===== src/rtl/tmr_pkg.sv =====
package tmr_pkg;
  // data-space register offsets
  localparam logic [7:0] FLAGS_OFS     = 8'h37;
  localparam logic [7:0] IRQ_MASK_OFS  = 8'h70;
  localparam logic [7:0] CONTROL_A_OFS = 8'hB0;
  localparam logic [7:0] CONTROL_B_OFS = 8'hB1;
  localparam logic [7:0] COUNT_OFS     = 8'hB2;
  localparam logic [7:0] COMPARE_A_OFS = 8'hB3;
  localparam logic [7:0] COMPARE_B_OFS = 8'hB4;
  // short I/O access window
  localparam logic [7:0] IO_BASE       = 8'h20;
  localparam logic [7:0] IO_LAST       = 8'h3F;
  // field positions
  localparam int FOC_A_BIT   = 7;
  localparam int FOC_B_BIT   = 6;
  localparam int WGM_HI_BIT  = 3;
  localparam int CMP_B_BIT   = 2;
  localparam int CMP_A_BIT   = 1;
  localparam int OVF_BIT     = 0;
  // reset value and counter top value
  localparam logic [7:0] REG_RESET = 8'h00;
  localparam logic [7:0] COUNT_MAX = 8'hFF;
  // prescaler taps, as divide-by-n minus one masks
  localparam int PRESCALE_W = 10;
  localparam logic [9:0] DIV8_MASK    = 10'h007;
  localparam logic [9:0] DIV32_MASK   = 10'h01F;
  localparam logic [9:0] DIV64_MASK   = 10'h03F;
  localparam logic [9:0] DIV128_MASK  = 10'h07F;
  localparam logic [9:0] DIV256_MASK  = 10'h0FF;
  localparam logic [9:0] DIV1024_MASK = 10'h3FF;
  // compare output actions
  typedef enum logic [1:0] {
    TMR_COM_OFF    = 2'h0,
    TMR_COM_TOGGLE = 2'h1,
    TMR_COM_CLEAR  = 2'h2,
    TMR_COM_SET    = 2'h3
  } tmr_com_e;
  localparam logic [2:0] WGM_NORMAL = 3'h0;
  localparam logic [2:0] WGM_CLEAR_MATCH = 3'h2;
endpackage


===== src/rtl/tmr_timer2.sv =====
`timescale 1ns/10ps
// Operation
// - Force strobes act only in non-pwm waveform modes; ignored in pwm.
// - Written force strobe applies compare-match action to that channel output at once.
// - Forced compare sets no flag and does not clear the counter.
// - Force strobe bits always read as zero.
// - Clock select: 0 stopped, 1 every clock, 2 div 8, 3 div 32.
// - Clock select: 4 div 64, 5 div 128, 6 div 256, 7 div 1024.
// - Counter register gives full 8-bit read and write access.
// - Counter write suppresses compare match on the next timer tick, both channels.
// - Each compare register is matched continuously, raising flag and, in non-pwm modes only, driving output.
// - Mask holds enables at bits 2,1,0; irq needs enable, global bit, flag.
// - Flag register holds compare b, compare a, overflow at bits 2,1,0.
// - Short I/O access decodes at data offset minus 0x20, up to 0x3F.
// - Waveform mode three bits; 0,2 non-pwm, odd codes pwm, 4,6 reserved.
// - Flags clear on vector execution or on a written one.
// - Compare output mode: 00 off, 01 toggle, 10 clear, 11 set.
module tmr_timer2 (
  input  wire logic       clk_in,          // i/o clock, 100 MHz
  input  wire logic       sys_rst_in,      // sync reset, active high
  input  wire logic [7:0] addr_in,         // register address
  input  wire logic       io_space_in,     // address is a short I/O address
  input  wire logic       wr_en_in,        // write strobe
  input  wire logic       rd_en_in,        // read strobe
  input  wire logic [7:0] wdata_in,        // write data
  input  wire logic       global_ie_in,    // cpu global interrupt bit
  input  wire logic [2:0] vector_ack_in,   // vector executed: b, a, ovf
  output logic      [7:0] rdata_out,       // read data, registered
  output logic            irq_cmp_b_out,   // compare b interrupt request
  output logic            irq_cmp_a_out,   // compare a interrupt request
  output logic            irq_ovf_out,     // overflow interrupt request
  output logic            wave_out_a,      // waveform output a
  output logic            wave_out_b       // waveform output b
);
  logic [7:0] count_q, count_d;
  logic [7:0] cmp_a_q, cmp_b_q;
  logic [7:0] ctrl_a_q;
  logic [3:0] ctrl_b_q;
  logic [2:0] mask_q;
  logic [2:0] flag_q, flag_d;
  logic [9:0] pre_q;
  logic       block_q;
  logic [7:0] rdata_q;
  logic [2:0] irq_q;
  logic       wave_a_q, wave_b_q;

  // short I/O addresses map back into data space
  wire [7:0] eff_addr = io_space_in ? (addr_in + tmr_pkg::IO_BASE) : addr_in;
  // the short window covers i/o addresses up to the top of the i/o range
  wire       io_ok    = !io_space_in || (addr_in <= tmr_pkg::IO_LAST);
  wire sel_flags = io_ok && (eff_addr == tmr_pkg::FLAGS_OFS);
  wire sel_mask  = io_ok && (eff_addr == tmr_pkg::IRQ_MASK_OFS);
  wire sel_ctl_a = io_ok && (eff_addr == tmr_pkg::CONTROL_A_OFS);
  wire sel_ctl_b = io_ok && (eff_addr == tmr_pkg::CONTROL_B_OFS);
  wire sel_cnt   = io_ok && (eff_addr == tmr_pkg::COUNT_OFS);
  wire sel_cmp_a = io_ok && (eff_addr == tmr_pkg::COMPARE_A_OFS);
  wire sel_cmp_b = io_ok && (eff_addr == tmr_pkg::COMPARE_B_OFS);

  wire [2:0] wave_mode = {ctrl_b_q[tmr_pkg::WGM_HI_BIT], ctrl_a_q[1:0]};
  wire       non_pwm   = (wave_mode == tmr_pkg::WGM_NORMAL) || (wave_mode == tmr_pkg::WGM_CLEAR_MATCH);
  wire       clr_mode  = (wave_mode == tmr_pkg::WGM_CLEAR_MATCH); // counter clears on compare a match
  wire [2:0] clk_sel   = ctrl_b_q[2:0];

  // prescaler runs freely; each tap is one cycle wide
  wire [9:0] pre_mask = (clk_sel == 3'h2) ? tmr_pkg::DIV8_MASK :
                        (clk_sel == 3'h3) ? tmr_pkg::DIV32_MASK :
                        (clk_sel == 3'h4) ? tmr_pkg::DIV64_MASK :
                        (clk_sel == 3'h5) ? tmr_pkg::DIV128_MASK :
                        (clk_sel == 3'h6) ? tmr_pkg::DIV256_MASK :
                        tmr_pkg::DIV1024_MASK;
  // code zero leaves tick low, so the counter stops
  wire tick = (clk_sel == 3'h1) ||
              ((clk_sel > 3'h1) && ((pre_q & pre_mask) == pre_mask));

  wire wr_cnt  = wr_en_in && sel_cnt;
  wire wr_ctlb = wr_en_in && sel_ctl_b;
  wire force_a = wr_ctlb && wdata_in[tmr_pkg::FOC_A_BIT];
  wire force_b = wr_ctlb && wdata_in[tmr_pkg::FOC_B_BIT];
  wire match_a, match_b;
  wire wave_a, wave_b;

  tmr_wave_ch u_ch_a (
    .clk_in     (clk_in),
    .sys_rst_in (sys_rst_in),
    .tick_in    (tick),
    .block_in   (block_q),
    .count_in   (count_q),
    .compare_in (cmp_a_q),
    .com_in     (ctrl_a_q[7:6]),
    .non_pwm_in (non_pwm),
    .force_in   (force_a),
    .match_out  (match_a),
    .wave_out   (wave_a)
  );
  tmr_wave_ch u_ch_b (
    .clk_in     (clk_in),
    .sys_rst_in (sys_rst_in),
    .tick_in    (tick),
    .block_in   (block_q),
    .count_in   (count_q),
    .compare_in (cmp_b_q),
    .com_in     (ctrl_a_q[5:4]),
    .non_pwm_in (non_pwm),
    .force_in   (force_b),
    .match_out  (match_b),
    .wave_out   (wave_b)
  );

  // only real matches count: forced compares never reach the flags or the clear
  wire ovf = tick && (count_q == tmr_pkg::COUNT_MAX) && !(clr_mode && match_a);
  // a counter write wins over a tick on the same edge
  always_comb begin
    count_d = count_q;
    if (wr_cnt) count_d = wdata_in;
    else if (tick && clr_mode && match_a) count_d = tmr_pkg::REG_RESET;
    else if (tick) count_d = count_q + 8'h01;
  end

  // hardware set wins over a same-cycle clear
  wire [2:0] set_ev = {match_b, match_a, ovf};
  wire [2:0] clr_w1 = (wr_en_in && sel_flags) ? wdata_in[2:0] : 3'h0;
  assign flag_d = (flag_q & ~(clr_w1 | vector_ack_in)) | set_ev;

  // unmapped addresses read as zero; force strobes are never stored
  wire [7:0] rd_mux =
    sel_flags ? {5'h00, flag_q} :
    sel_mask  ? {5'h00, mask_q} :
    sel_ctl_a ? ctrl_a_q :
    sel_ctl_b ? {4'h0, ctrl_b_q} :
    sel_cnt   ? count_q :
    sel_cmp_a ? cmp_a_q :
    sel_cmp_b ? cmp_b_q : 8'h00;

  always_ff @(posedge clk_in) begin
    if (sys_rst_in) begin
      count_q  <= tmr_pkg::REG_RESET;
      cmp_a_q  <= tmr_pkg::REG_RESET;
      cmp_b_q  <= tmr_pkg::REG_RESET;
      ctrl_a_q <= tmr_pkg::REG_RESET;
      ctrl_b_q <= 4'h0;
      mask_q   <= 3'h0;
      flag_q   <= 3'h0;
      pre_q    <= 10'h000;
      block_q  <= 1'b0;
      rdata_q  <= tmr_pkg::REG_RESET;
      irq_q    <= 3'h0;
      wave_a_q <= 1'b0;
      wave_b_q <= 1'b0;
    end else begin
      count_q  <= count_d;
      flag_q   <= flag_d;
      pre_q    <= pre_q + 10'h001;
      // block stays armed until the next tick consumes it
      block_q  <= wr_cnt || (block_q && !tick);
      if (wr_en_in && sel_cmp_a) cmp_a_q <= wdata_in;
      if (wr_en_in && sel_cmp_b) cmp_b_q <= wdata_in;
      if (wr_en_in && sel_ctl_a) ctrl_a_q <= wdata_in;
      if (wr_ctlb) ctrl_b_q <= wdata_in[3:0];
      if (wr_en_in && sel_mask) mask_q <= wdata_in[2:0];
      if (rd_en_in) rdata_q <= rd_mux;
      // built from the next flags so a request rises with its flag
      irq_q    <= flag_d & mask_q & {3{global_ie_in}};
      wave_a_q <= wave_a;
      wave_b_q <= wave_b;
    end
  end

  assign rdata_out     = rdata_q;
  assign irq_cmp_b_out = irq_q[2];
  assign irq_cmp_a_out = irq_q[1];
  assign irq_ovf_out   = irq_q[0];
  assign wave_out_a    = wave_a_q;
  assign wave_out_b    = wave_b_q;

  a_force_no_flag: assert property (@(posedge clk_in) disable iff (sys_rst_in)
    (force_a && !match_a && !ovf && !match_b && flag_q == 3'h0 && vector_ack_in == 3'h0) |=> flag_q == 3'h0)
    else $error("forced compare set a flag");
  // the output flop lags the mode by two edges, so pwm must have held one edge already
  a_pwm_force_dead: assert property (@(posedge clk_in) disable iff (sys_rst_in)
    (!non_pwm && !$past(non_pwm)) |=> $stable(wave_a_q))
    else $error("waveform a moved in pwm mode");
  a_force_toggle: assert property (@(posedge clk_in) disable iff (sys_rst_in)
    (force_a && non_pwm && ctrl_a_q[7:6] == 2'h1 && !match_a) |=> ##1 (wave_a_q != $past(wave_a_q)))
    else $error("force did not toggle output a");
  a_ctrl_read_zero: assert property (@(posedge clk_in) disable iff (sys_rst_in)
    (rd_en_in && sel_ctl_b) |=> rdata_out[7:6] == 2'h0)
    else $error("force bits read nonzero");
  a_count_write: assert property (@(posedge clk_in) disable iff (sys_rst_in)
    wr_cnt |=> count_q == $past(wdata_in))
    else $error("counter write lost");
  a_block_match: assert property (@(posedge clk_in) disable iff (sys_rst_in)
    (block_q && tick && count_q == cmp_a_q && vector_ack_in == 3'h0 && !(wr_en_in && sel_flags))
      |=> flag_q[1] == $past(flag_q[1]))
    else $error("match after counter write");
  a_stop_code: assert property (@(posedge clk_in) disable iff (sys_rst_in)
    (clk_sel == 3'h0 && !wr_cnt) |=> count_q == $past(count_q))
    else $error("counter moved while stopped");
  a_flag_w1c: assert property (@(posedge clk_in) disable iff (sys_rst_in)
    (wr_en_in && sel_flags && wdata_in[1] && !match_a) |=> !flag_q[1])
    else $error("flag not cleared by write one");
  a_match_flag: assert property (@(posedge clk_in) disable iff (sys_rst_in)
    match_a |=> flag_q[1])
    else $error("compare a match lost");
  a_irq_gate: assert property (@(posedge clk_in) disable iff (sys_rst_in)
    irq_ovf_out |-> $past(mask_q[0]) && $past(global_ie_in))
    else $error("overflow irq without enable");
  a_pwm_hold_b: assert property (@(posedge clk_in) disable iff (sys_rst_in)
    (!non_pwm && !$past(non_pwm)) |=> $stable(wave_b_q))
    else $error("waveform b moved in pwm mode");
  a_force_no_clear: assert property (@(posedge clk_in) disable iff (sys_rst_in)
    (force_a && clr_mode && !tick && !wr_cnt) |=> count_q == $past(count_q))
    else $error("forced compare moved the counter");
  a_ovf_flag: assert property (@(posedge clk_in) disable iff (sys_rst_in)
    (tick && count_q == tmr_pkg::COUNT_MAX && !clr_mode) |=> flag_q[tmr_pkg::OVF_BIT])
    else $error("overflow flag not set");
  a_io_flags: assert property (@(posedge clk_in) disable iff (sys_rst_in)
    (rd_en_in && io_space_in && addr_in == (tmr_pkg::FLAGS_OFS - tmr_pkg::IO_BASE))
      |=> rdata_out == {5'h00, $past(flag_q)})
    else $error("flag register not seen at its short address");
  c_force: cover property (@(posedge clk_in) force_a && non_pwm);
  c_match_clear: cover property (@(posedge clk_in) tick && clr_mode && match_a);
  c_count_block: cover property (@(posedge clk_in) block_q && tick && count_q == cmp_a_q);
  c_overflow: cover property (@(posedge clk_in) ovf);
  c_div1024: cover property (@(posedge clk_in) tick && clk_sel == 3'h7);
endmodule


===== src/rtl/tmr_wave_ch.sv =====
`timescale 1ns/10ps
// one compare channel: match detection and waveform output latch
module tmr_wave_ch (
  input  wire logic       clk_in,         // i/o clock
  input  wire logic       sys_rst_in,     // sync reset, active high
  input  wire logic       tick_in,        // timer tick enable
  input  wire logic       block_in,       // counter written, block match
  input  wire logic [7:0] count_in,       // counter value
  input  wire logic [7:0] compare_in,     // compare value
  input  wire logic [1:0] com_in,         // compare output mode
  input  wire logic       non_pwm_in,     // waveform mode is non-pwm
  input  wire logic       force_in,       // force strobe written
  output logic            match_out,      // real compare match this tick
  output logic            wave_out        // waveform output
);
  logic wave_q;
  logic wave_d;
  wire  hit        = tick_in && !block_in && (count_in == compare_in);
  wire  force_eff  = force_in && non_pwm_in;
  wire  act        = (hit || force_eff) && non_pwm_in;
  always_comb begin
    wave_d = wave_q;
    if (act) begin
      unique case (tmr_pkg::tmr_com_e'(com_in))
        tmr_pkg::TMR_COM_OFF:    wave_d = wave_q;
        tmr_pkg::TMR_COM_TOGGLE: wave_d = !wave_q;
        tmr_pkg::TMR_COM_CLEAR:  wave_d = 1'b0;
        tmr_pkg::TMR_COM_SET:    wave_d = 1'b1;
      endcase
    end
  end
  always_ff @(posedge clk_in) begin
    if (sys_rst_in) wave_q <= 1'b0;
    else wave_q <= wave_d;
  end
  assign match_out = hit;
  assign wave_out  = wave_q;
endmodule


===== config.mk =====
export PLATFORM = sky130hd
export DESIGN_NAME = tmr_timer2
export DESIGN_NICKNAME = d
export VERILOG_FILES = /design/src/rtl/tmr_pkg.sv /design/src/rtl/tmr_timer2.sv /design/src/rtl/tmr_wave_ch.sv
export SDC_FILE = /design/constraint.sdc
export NUM_CORES = 1
export LEC_CHECK = 0
export BUFFER_PORTS_ARGS = -buffer_cell sky130_fd_sc_hd__buf_2
export CORE_ASPECT_RATIO = 1.1
export CORE_MARGIN = 4
export CORE_UTILIZATION = 40
export DETAILED_ROUTE_END_ITERATION = 8
export GPL_ROUTABILITY_DRIVEN = 0
export PLACE_DENSITY = 0.6
export REMOVE_ABC_BUFFERS = 1
export SYNTH_ARGS = -nofsm -noshare
export SYNTH_HDL_FRONTEND = slang
export SYNTH_SLANG_ARGS = --single-unit

===== constraint.sdc =====
create_clock -name clk_in -period 4.1 [get_ports clk_in]
set_input_delay 0.82 -clock clk_in [delete_from_list [all_inputs] [get_ports clk_in]]
set_output_delay 0.82 -clock clk_in [all_outputs]
set_load 0.02 [all_outputs]

; Yosys cells after proc, flatten, opt, wreduce, memory -nomap -nowiden
; Cells that the tools add are included.
[totals]
reg_bits = 68
word_cells = 120
input_bits = 25
output_inout_bits = 13
[op_classes]
add_sub_neg = 3
order_cmp = 2
muxes = 19
n_eq_ne = 24
n_bitwise = 9
n_reduce_logical = 48
[op_table]
columns = operator, count
row1 = 8-bit two-way mux, 11
row2 = 10-bit two-way mux, 5
row3 = "8-bit equality test, second input constant", 6
row4 = 1-bit logical AND, 30
row5 = 8-bit equality test, 2
row6 = "10-bit by 1-bit adder with 10-bit output, second input constant", 1
row7 = 10-bit AND, 1
row8 = 10-bit equality test, 1
row9 = 3-bit AND, 3
row10 = "3-bit by 2-bit equality test with 1-bit output, second input constant", 3
row11 = "3-bit equality test, second input constant", 3
row12 = "8-bit by 1-bit adder with 8-bit output, second input constant", 1
row13 = "8-bit by 6-bit adder with 8-bit output, second input constant", 1
row14 = "2-bit equality test, second input constant", 4
row15 = "8-bit by 6-bit equality test with 1-bit output, second input constant", 1
row16 = "8-bit by 7-bit equality test with 1-bit output, second input constant", 1
row17 = "8-bit by 6-bit less-or-equal comparator with 1-bit output, second input constant", 1
row18 = 1-bit logical NOT, 6
row19 = 1-bit logical OR, 6
row20 = 3-bit OR, 2
row21 = 1-bit case mux with 3 select lines, 2
row22 = "2-bit by 1-bit equality test with 1-bit output, second input constant", 2
row23 = 2-bit logical NOT, 2
row24 = 2-bit AND reduction, 2
row25 = other kinds (7), 8

; Logic depth before layout (Yosys ltp)
; Gate-level depths: netlist of run 1.
[depth]
ltp_word = 18
ltp_mapped = 9
mapped_depth_nobuf = 8

; Cells and area by module
; Synthesis of run 1 repeated with hierarchy kept, for this count alone.
[hier_totals]
hier_cells = 418
hier_area_um2 = 3573.4
[modules_own_cells]
columns = module, cells_each, seq_area_each_um2, area_per_inst_um2, instances
row1 = tmr_timer2, 370, 1321.3, 3228.1, 1
row2 = tmr_wave_ch, 24, 20.0, 172.7, 2

; Least setup slack after synthesis of run 1
; No wires, ideal clock.
[synth_timing]
path_type = in2reg
from = input addr_in[5]
to = register cmp_b_q[0]
n_path_buf = 2
stages = 8
t_arrival_ps = 2685
setup_slack_ps = 1283
required_time_ps = 3968
cell_sequence = ha_1 o41a_1 clkbuf_1 nor3_2 clkbuf_1 nand2_1 nand2_1 a21oi_1
[synth_between]
elab_chain_len = 5
elab_cells_between_ends = 7
cone_classes = 1 x add/sub / 1 x order compare / 1 x eq/ne / 1 x mux / 3 x reduce/logical
[synth_lines]
columns = item, line_no
row1 = from (decl), tmr_timer2.sv:21  ; input wire logic [7:0] addr_in,
row2 = 8-bit by 6-bit adder with 8-bit output, tmr_timer2.sv:48  ; wire [7:0] eff_addr = io_space_in ? (addr_in + tmr_pkg::IO_BASE) : addr_in;
row3 = 8-bit two-way mux, tmr_timer2.sv:48
row4 = 8-bit equality test, tmr_timer2.sv:57  ; wire sel_cmp_b = io_ok && (eff_addr == tmr_pkg::COMPARE_B_OFS);
row5 = 1-bit logical AND *, tmr_timer2.sv:57
row6 = 1-bit logical AND *, tmr_timer2.sv:156  ; if (wr_en_in && sel_cmp_b) cmp_b_q <= wdata_in;
row7 = to (signal assigned), tmr_timer2.sv:138  ; cmp_b_q <= tmr_pkg::REG_RESET;
row8 = to (signal assigned), tmr_timer2.sv:156
row9 = to (decl), tmr_timer2.sv:36  ; logic [7:0] cmp_a_q, cmp_b_q;
; Mark *: on every way between the ends. The rest lies on a longest branch, timed or not.
; A chain may end at the register's enable or synchronous reset.

; Final worst setup path of run 1
[layout_timing]
from = register ctrl_b_q[2]
to = register irq_q[0]
[layout_between]
elab_chain_len = 18
elab_cells_between_ends = 25
cone_classes = 1 x order compare / 7 x eq/ne / 5 x mux / 4 x bitwise / 8 x reduce/logical
[layout_lines]
columns = item, line_no
row1 = from (decl), tmr_timer2.sv:38  ; logic [3:0] ctrl_b_q;
row2 = from (signal assigned), tmr_timer2.sv:158  ; if (wr_ctlb) ctrl_b_q <= wdata_in[3:0];
row3 = 3-bit equality test, tmr_timer2.sv:69  ; (clk_sel == 3'h6) ? tmr_pkg::DIV256_MASK :
row4 = 10-bit two-way mux, tmr_timer2.sv:69
row5 = 10-bit two-way mux, tmr_timer2.sv:68  ; (clk_sel == 3'h5) ? tmr_pkg::DIV128_MASK :
row6 = 10-bit two-way mux, tmr_timer2.sv:67  ; (clk_sel == 3'h4) ? tmr_pkg::DIV64_MASK :
row7 = 10-bit two-way mux, tmr_timer2.sv:66  ; (clk_sel == 3'h3) ? tmr_pkg::DIV32_MASK :
row8 = 10-bit two-way mux, tmr_timer2.sv:65  ; wire [9:0] pre_mask = (clk_sel == 3'h2) ? tmr_pkg::DIV8_MASK :
row9 = 10-bit AND, tmr_timer2.sv:73  ; ((clk_sel > 3'h1) && ((pre_q & pre_mask) == pre_mask));
row10 = 10-bit equality test, tmr_timer2.sv:73
row11 = 1-bit logical AND, tmr_timer2.sv:73
row12 = 1-bit logical OR *, tmr_timer2.sv:72  ; wire tick = (clk_sel == 3'h1) ||
row13 = 1-bit logical AND (2 in series), tmr_wave_ch.sv:18  ; wire hit = tick_in && !block_in && (count_in == compare_in);
row14 = 1-bit logical AND, tmr_timer2.sv:110  ; wire ovf = tick && (count_q == tmr_pkg::COUNT_MAX) && !(clr_mode && match_a);
row15 = 1-bit logical NOT, tmr_timer2.sv:110
row16 = 1-bit logical AND *, tmr_timer2.sv:110
row17 = 3-bit OR *, tmr_timer2.sv:122  ; assign flag_d = (flag_q & ~(clr_w1 | vector_ack_in)) | set_ev;
row18 = 3-bit AND * (2 in series), tmr_timer2.sv:162  ; irq_q <= flag_d & mask_q & {3{global_ie_in}};
row19 = to (signal assigned), tmr_timer2.sv:162
row20 = to (decl), tmr_timer2.sv:44  ; logic [2:0] irq_q;
; Marks and branches as above.

==> results of run 1 <==
## Yosys cell counts (6+ instances only)
| library cell | instances | area (sq um) |
|---|---|---|
| nand2_1 | 39 | 146.4 |
| nor2_1 | 57 | 214.0 |
| o21ai_0 | 13 | 65.06 |
| clkbuf_1 | 27 | 101.4 |
| a31oi_1 | 7 | 43.79 |
| nor2b_1 | 8 | 50.05 |
| nor3_1 | 8 | 40.04 |
| xnor2_1 | 9 | 78.83 |
| dfxtp_1 | 68 | 1361 |
| a32oi_1 | 7 | 61.31 |
| mux2i_1 | 17 | 170.2 |
| nand2b_1 | 9 | 56.30 |
| xor2_1 | 15 | 131.4 |
| nand3_1 | 35 | 175.2 |
| inv_1 | 9 | 33.78 |
| a311oi_1 | 6 | 52.55 |
| a21oi_1 | 25 | 125.1 |
## how the worst max path moves through the flow
stage	from	slack (ns)	cells after the start	to
2_1_floorplan	addr_in[5]	1.15	6	cmp_a_q[0]
5_1_grt	ctrl_b_q[2]	1.03	8	irq_q[0]
4_1_cts	ctrl_b_q[2]	1.17	8	irq_q[0]
3_3_place_gp	addr_in[5]	0.96	8	cmp_a_q[2]
3_5_place_dp	addr_in[5]	0.89	8	cmp_a_q[2]
6_report	ctrl_b_q[2]	1.20	8	irq_q[0]
## layout by cell type, fill, tap and decap left out, types with 5 or more instances in the layout
cell type and n:
a311oi_1 6, nor2b_1 8, nand2_1 39, or3_1 5, xor2_1 15, a211oi_1 5
a32oi_1 7, nand2b_1 9, o21ai_0 13, a31oi_1 7, dfxtp_1 68, nand3_1 35
inv_1 9, nor3_1 8, a21oi_1 25, buf_2 37, clkbuf_8 12, ha_1 5
nor2_1 57, mux2i_1 17, xnor2_1 9, buf_4 6
## worst max-delay path, delay by kind of cell, from the launching register on
family | cells | cell delay, ns
compound gates | 4 | 1.13
fa+ha+maj | 1 | 0.31
buf+inv | 1 | 0.17
flops | 1 | 0.47
simple gates | 2 | 0.74
## sequential cells by signal (all words and copies together) (netlist names)
signal,flops
block_q,1
cmp_a_q,8
cmp_b_q,8
count_q,8
ctrl_a_q,8
ctrl_b_q,4
flag_q,3
irq_q,3
mask_q,3
pre_q,10
rdata_out,8
u_ch_a.wave_out,1
u_ch_b.wave_out,1
wave_out_a,1
wave_out_b,1
## power by group
group	total, mW	internal [mW]	switching [mW]
registers	0.676	0.669	0.00743
clock network	0.500	0.260	0.240
logic	0.108	0.0361	0.0717
total	1.28	0.965	0.319
## logic make-up after synthesis
kind of cell | Yosys count | synth area share (%)
xor gates and xnor gates | 24 | 5.718
DFF | 68 | 37.03
and+or+nand+nor | 202 | 28.15
adders and majority gates | 5 | 1.702
muxes | 17 | 4.629
buffers and inverters | 41 | 4.289
AOI/OAI and AO/OA | 96 | 18.48
## stage by stage
step                instance area [sq um]  utilization [%]
finish                               4100            45.97
global route                         4100            45.97
CTS                                  4100            45.97
detailed placement                   3925            44.01
global placement                     3925            44.01
floorplan                            3552                -
## layout make-up
class,count,area (sq um)
fill,893,4818
multi-input combinational,344,2157
sequential,68,1361
timing repair buffer,43,230.2
clock buffer,12,165.2
tap,114,142.6
inverter,9,33.78
clock inverter,2,10.01
## per-layer routing
layer / track usage, % / part of all wire, % / vias up
li1: - / - / 1683
met1: 25.76 / 45 / 1576
met2: 32.05 / 46 / 88
met3: 4.065 / 5.9 / 17
met4: 7.220 / 2.2 / 0
met5: 0 / 0 / -
==> qor.yml, run 1 <==
synthesis:
  synth_edf_count: 0
  avgSynthCellArea_sq_um: 8.115
  synth-seq-area-share_pct: 37.03
  syn_area_sq_um: 3676
  synth_cells: 453
  ys_ff_latch: 68
  ys_types: 58
  synth-main-ff-cell: "dfxtp_1"
  yosysWarnings: 0
  ys_async_sr_fraction_pct: 0
cts:
  htreeDepth: 3
  cts_buffers: 9
  cts_root_buf: "clkbuf_8"
  worstSkewPairLatency_ns: 0.35
  clk_pin_slew_worst_paths_ns: 0.07
  holdBufCountCts: 0
  cts_tree: "yes"
  cts_buffer_depth: 2
  ctsResizeCount: 0
  cts_setup_buffers: 0
  cts.sinks: 68
sta:
  hold_viol_final: 0
  max_slew_margin_pct: 32.15
  setup_tns_ns: 0
  tightest_slew_ns: 0.9920
  period_share_pct: 70.75
  post-route-min-period_ns: 2.901
  setup_viol: 0
  slew_violations: 0
  layout_setup_ws_ns: 1.199
  fin_skew_ns: 0.009355
  rsz0062_at_grt: "false"
  whs_ns: 0.4540
  fmax_ghz: 0.3448
detailed_routing:
  dr.pass1.iters: 4
  dr.first_iter.drc_count: 226
  drt-vias-per-instance: 5.682
  ant_nets: 0
  drc: 0
  wire_per_inst_um: 17.10
  via_count: 3364
  wirelength_um: 10130
global_route:
  antenna_found_initial: 0
  first_global_vias: 3227
  grt_overflow_total: 0
  gr-usage-all-layers_pct: 19.70
  grt_pass1_wl_um: 16700
  grt_max_degree: 37
power_and_ir_drop:
  ir_worst_vdd_v: 0.0001153
  finalPower_mw: 1.284
  powerDensity_nw_per_um2: 313.2
  leakage_nw: 1.528
critical_path:
  reg2regPathDepth: 8
  critPathMaxFanout: 11
  worstPathRequired_ns: 4.37
  r2r_end: "irq_q[0]"
  critPathArrivalTime_ns: 3.17
  max_stage_delay_ns: 0.50
  reg2reg_slack_ns: 1.20
  crit_chain: "inv_1, ha_1, o211ai_1, a2111o_1, a221o_2, nor3_1, a31oi_1, nor4bb_1"
  cpMaxStageDelayCell: "a221o_2"
  start_kind: "flip-flop"
  timing.rr.start: "ctrl_b_q[2]"
  critPathCaptureType: "flip-flop"
  worstSetupPathType: "reg2reg"
placement:
  place_ws_ns: 0.8853
  dpl.cell_count: 578
  dpl.hpwl_um: 7287
  port_buffers: 37
worst_hold_path:
  worstHoldPathType: "reg2reg"
  min_path_cells: 1
  worstHoldStart: "pre_q[0]"
  hold_path_end: "pre_q[0]"
finish:
  diodes: 0
  area_growth_pct: 11.54
  stdcell_count: 592
  layout.nets: 505
  drive_above_1_share_pct: 13.39
floorplan:
  die_h_um: 108.5
  rows: 36
  core_sq_um: 8919
  io_pins: 38
  fp.dieArea_sq_um: 10790
  start_util_pct: 41.22
  die_w_um: 99.41
run_status:
  outcome: "complete, no violations"
job:
  max_cap_viol_count: 0
(Power assumes the default switching activity.)
==> inputs of run 2 (changes only) <==
==> constraint.sdc (replaced) <==
create_clock -name clk_in -period 2.8 [get_ports clk_in]
set_input_delay 0.56 -clock clk_in [delete_from_list [all_inputs] [get_ports clk_in]]
set_output_delay 0.56 -clock clk_in [all_outputs]
set_load 0.02 [all_outputs]
==> run 2 against run 1 <==
  * Worst setup slack got worse by 0.99 ns
  * Combinational power rose by 50%
  * Via count rose by 2.3%
  * Global-route usage about the same
  * Register-to-register slack lost 0.99 ns
  * Highest routed layer unchanged
==> qor.yml, run 2 (synthesis results as in run 1) <==
critical_path:
  critPathCaptureType: "flip-flop"
  crit_top_cell: "buf_4"
  worstSetupPathType: "reg2reg"
  startpoint: "ctrl_b_q[2]"
  timing.rr.start: "ctrl_b_q[2]"
  critPathArrivalTime_ns: 2.88  # -0.29 ns
  crit_chain: "buf_4, or3b_1, a2111o_1, a221oi_4, buf_4, a31oi_1, or4b_1, nand3_1"
  cpLargestDelayFamily: "compound AO/OA/AOI/OAI gates"
  critPathBufInv: 2  # +1
  start_kind: "flip-flop"
  max_stage_delay_ns: 0.48  # -0.02 ns
  worstPathRequired_ns: 3.09  # -1.28 ns
  cpMaxStageDelayCell: "or4b_1"
  critPathMaxFanout: 4  # -7
cts:
  cts_buffer_depth: 2  # unchanged
  clk_pin_slew_worst_paths_ns: 0.07  # about the same
  cts_buffers: 9  # unchanged
  cts_tree: "yes"
  htreeDepth: 3  # unchanged
  cts.sinks: 68  # unchanged
  cts_root_buf: "clkbuf_8"
  worstSkewPairLatency_ns: 0.34  # about the same
power_and_ir_drop:
  powerDensity_nw_per_um2: 462.2  # +48%
  leakage_nw: 1.622  # +6.2%
  ir_worst_vdd_v: 0.0001778  # +54%
finish:
  stdcell_count: 609  # +2.9%
  area_growth_pct: 16.41
  largest_register: "pre_q"
  diodes: 0  # unchanged
  final_cell_mix: "dfxtp_1 (67), nor2_1 (57), nand2_1 (39)"
  fillers: 867  # -2.9%
  largest_register_ffs: 10  # unchanged
  final_common_cell: "dfxtp_1"
  drive_above_1_share_pct: 16.36  # +3.0 points
  layout.nets: 521  # +3.2%
detailed_routing:
  via_count: 3441  # +2.3%
  drt-vias-per-instance: 5.650  # -0.57%
  ant_nets: 0  # unchanged
  dr.pass1.iters: 5  # +1
  drc: 0  # unchanged
  wire_per_inst_um: 17.04  # -0.37%
  dr.first_iter.drc_count: 221  # -2.2%
  wirelength_um: 10380  # +2.5%
sta:
  setup_tns_ns: 0  # unchanged
  layout_setup_ws_ns: 0.2068  # -0.9925 ns
  period_share_pct: 92.61  # +22 points
  post-route-min-period_ns: 2.593  # -0.3075 ns
  rsz0062_at_grt: "false"
  tightest_slew_ns: 0.9878  # -0.004272 ns
  slew_violations: 0  # unchanged
  max_slew_margin_pct: 32.45  # +0.29 points
  hold_viol_final: 0  # unchanged
  fmax_ghz: 0.3856  # +12%
  fin_skew_ns: 0.007796  # -0.001560 ns
  whs_ns: 0.4526  # -0.001336 ns
  setup_viol: 0  # unchanged
global_route:
  grt_overflow_total: 0  # unchanged
  first_global_vias: 3217  # -0.31%
  gr-usage-all-layers_pct: 19.74  # +0.046 points
  grt_pass1_wl_um: 16620  # -0.50%
  grt_max_degree: 29  # -22%
  antenna_found_initial: 0  # unchanged
worst_hold_path:
  worstHoldStart: "pre_q[0]"
  worstHoldPathType: "reg2reg"
placement:
  port_buffers: 37  # unchanged
  place_ws_ns: 0.09843  # -0.7869 ns
  dpl.cell_count: 593  # +2.6%
  dpl.hpwl_um: 7637  # +4.8%
floorplan:
  start_util_pct: 41.22  # unchanged
  die_w_um: 99.41  # unchanged
  die_h_um: 108.5  # unchanged
  io_pins: 38  # unchanged
  core_sq_um: 8919  # unchanged
  fp.dieArea_sq_um: 10790  # unchanged
  rows: 36  # unchanged
job:
  max_cap_viol_count: 0  # unchanged
run_status:
  outcome: "complete, no violations"
run 2: changes by cell type in the layout (fill, tap and decap cells not counted):
cell,previous run,this run
dfxtp_2,0,1
clkbuf_1,0,2
clkinv_2,2,0
dfxtp_1,68,67
buf_12,0,2
buf_4,6,20
nor3_2,2,3
bufinv_16,0,1
nor3_1,8,7
run 2: layout make-up:
type / instances / area (sq um) / area share (%)
Timing Repair Buffer: 59 / 375.4 / 8.772
Inverter: 9 / 33.78 / 0.7895
Sequential cell: 68 / 1363 / 31.84
Multi-Input combinational cell: 344 / 2162 / 50.53
Clock buffer: 14 / 172.7 / 4.035
Clock inverter: 1 / 30.03 / 0.7018
Tap cell: 114 / 142.6 / 3.333
run 2: final timing paths:
kind                     endpoint  slack [ns]  depth (start not counted)
setup / recovery  u_ch_b.wave_out        0.21                          8
hold / removal           pre_q[0]        0.45                          1
setup reg to reg  u_ch_b.wave_out        0.21                          8
hold reg to reg          pre_q[0]        0.45                          1
run 2: where the power goes:
part	internal (mW)	leakage, nW	switching (mW)	total (mW)
Clock	0.481	0.103	0.345	0.825
Sequential	0.979	0.550	0.0108	0.990
Combinational	0.0552	0.970	0.107	0.162
Total	1.51	1.62	0.463	1.98
run 2: per-layer routing:
| layer | vias to the layer above | part of all wire (%) | global-route usage, % | wire, um |
|---|---|---|---|---|
| li1 | 1710 | - | - | - |
| met1 | 1630 | 45 | 25.66 | 4718 |
| met2 | 90 | 48 | 32.53 | 4973 |
| met3 | 11 | 5.3 | 4.000 | 548 |
| met4 | 0 | 1.3 | 6.927 | 136 |
| met5 | - | 0 | 0 | 0 |
run 2: repair_timing:
item                                    in CTS  in global routing
setup buffers                                0                  1
endpoints found under the setup margin       0                  2
gates resized for setup                      0                  2
hold buffers                                 0                  0
run 2: through the flow:
step	cell area [sq um]	total power, mW	utilization (%)
after floorplan	3552	1.077	-
after global placement	4063	1.171	45.55
after detailed placement	4063	1.172	45.55
after CTS	4265	1.998	47.83
after global routing	4279	2.064	47.98
final	4279	1.978	47.98
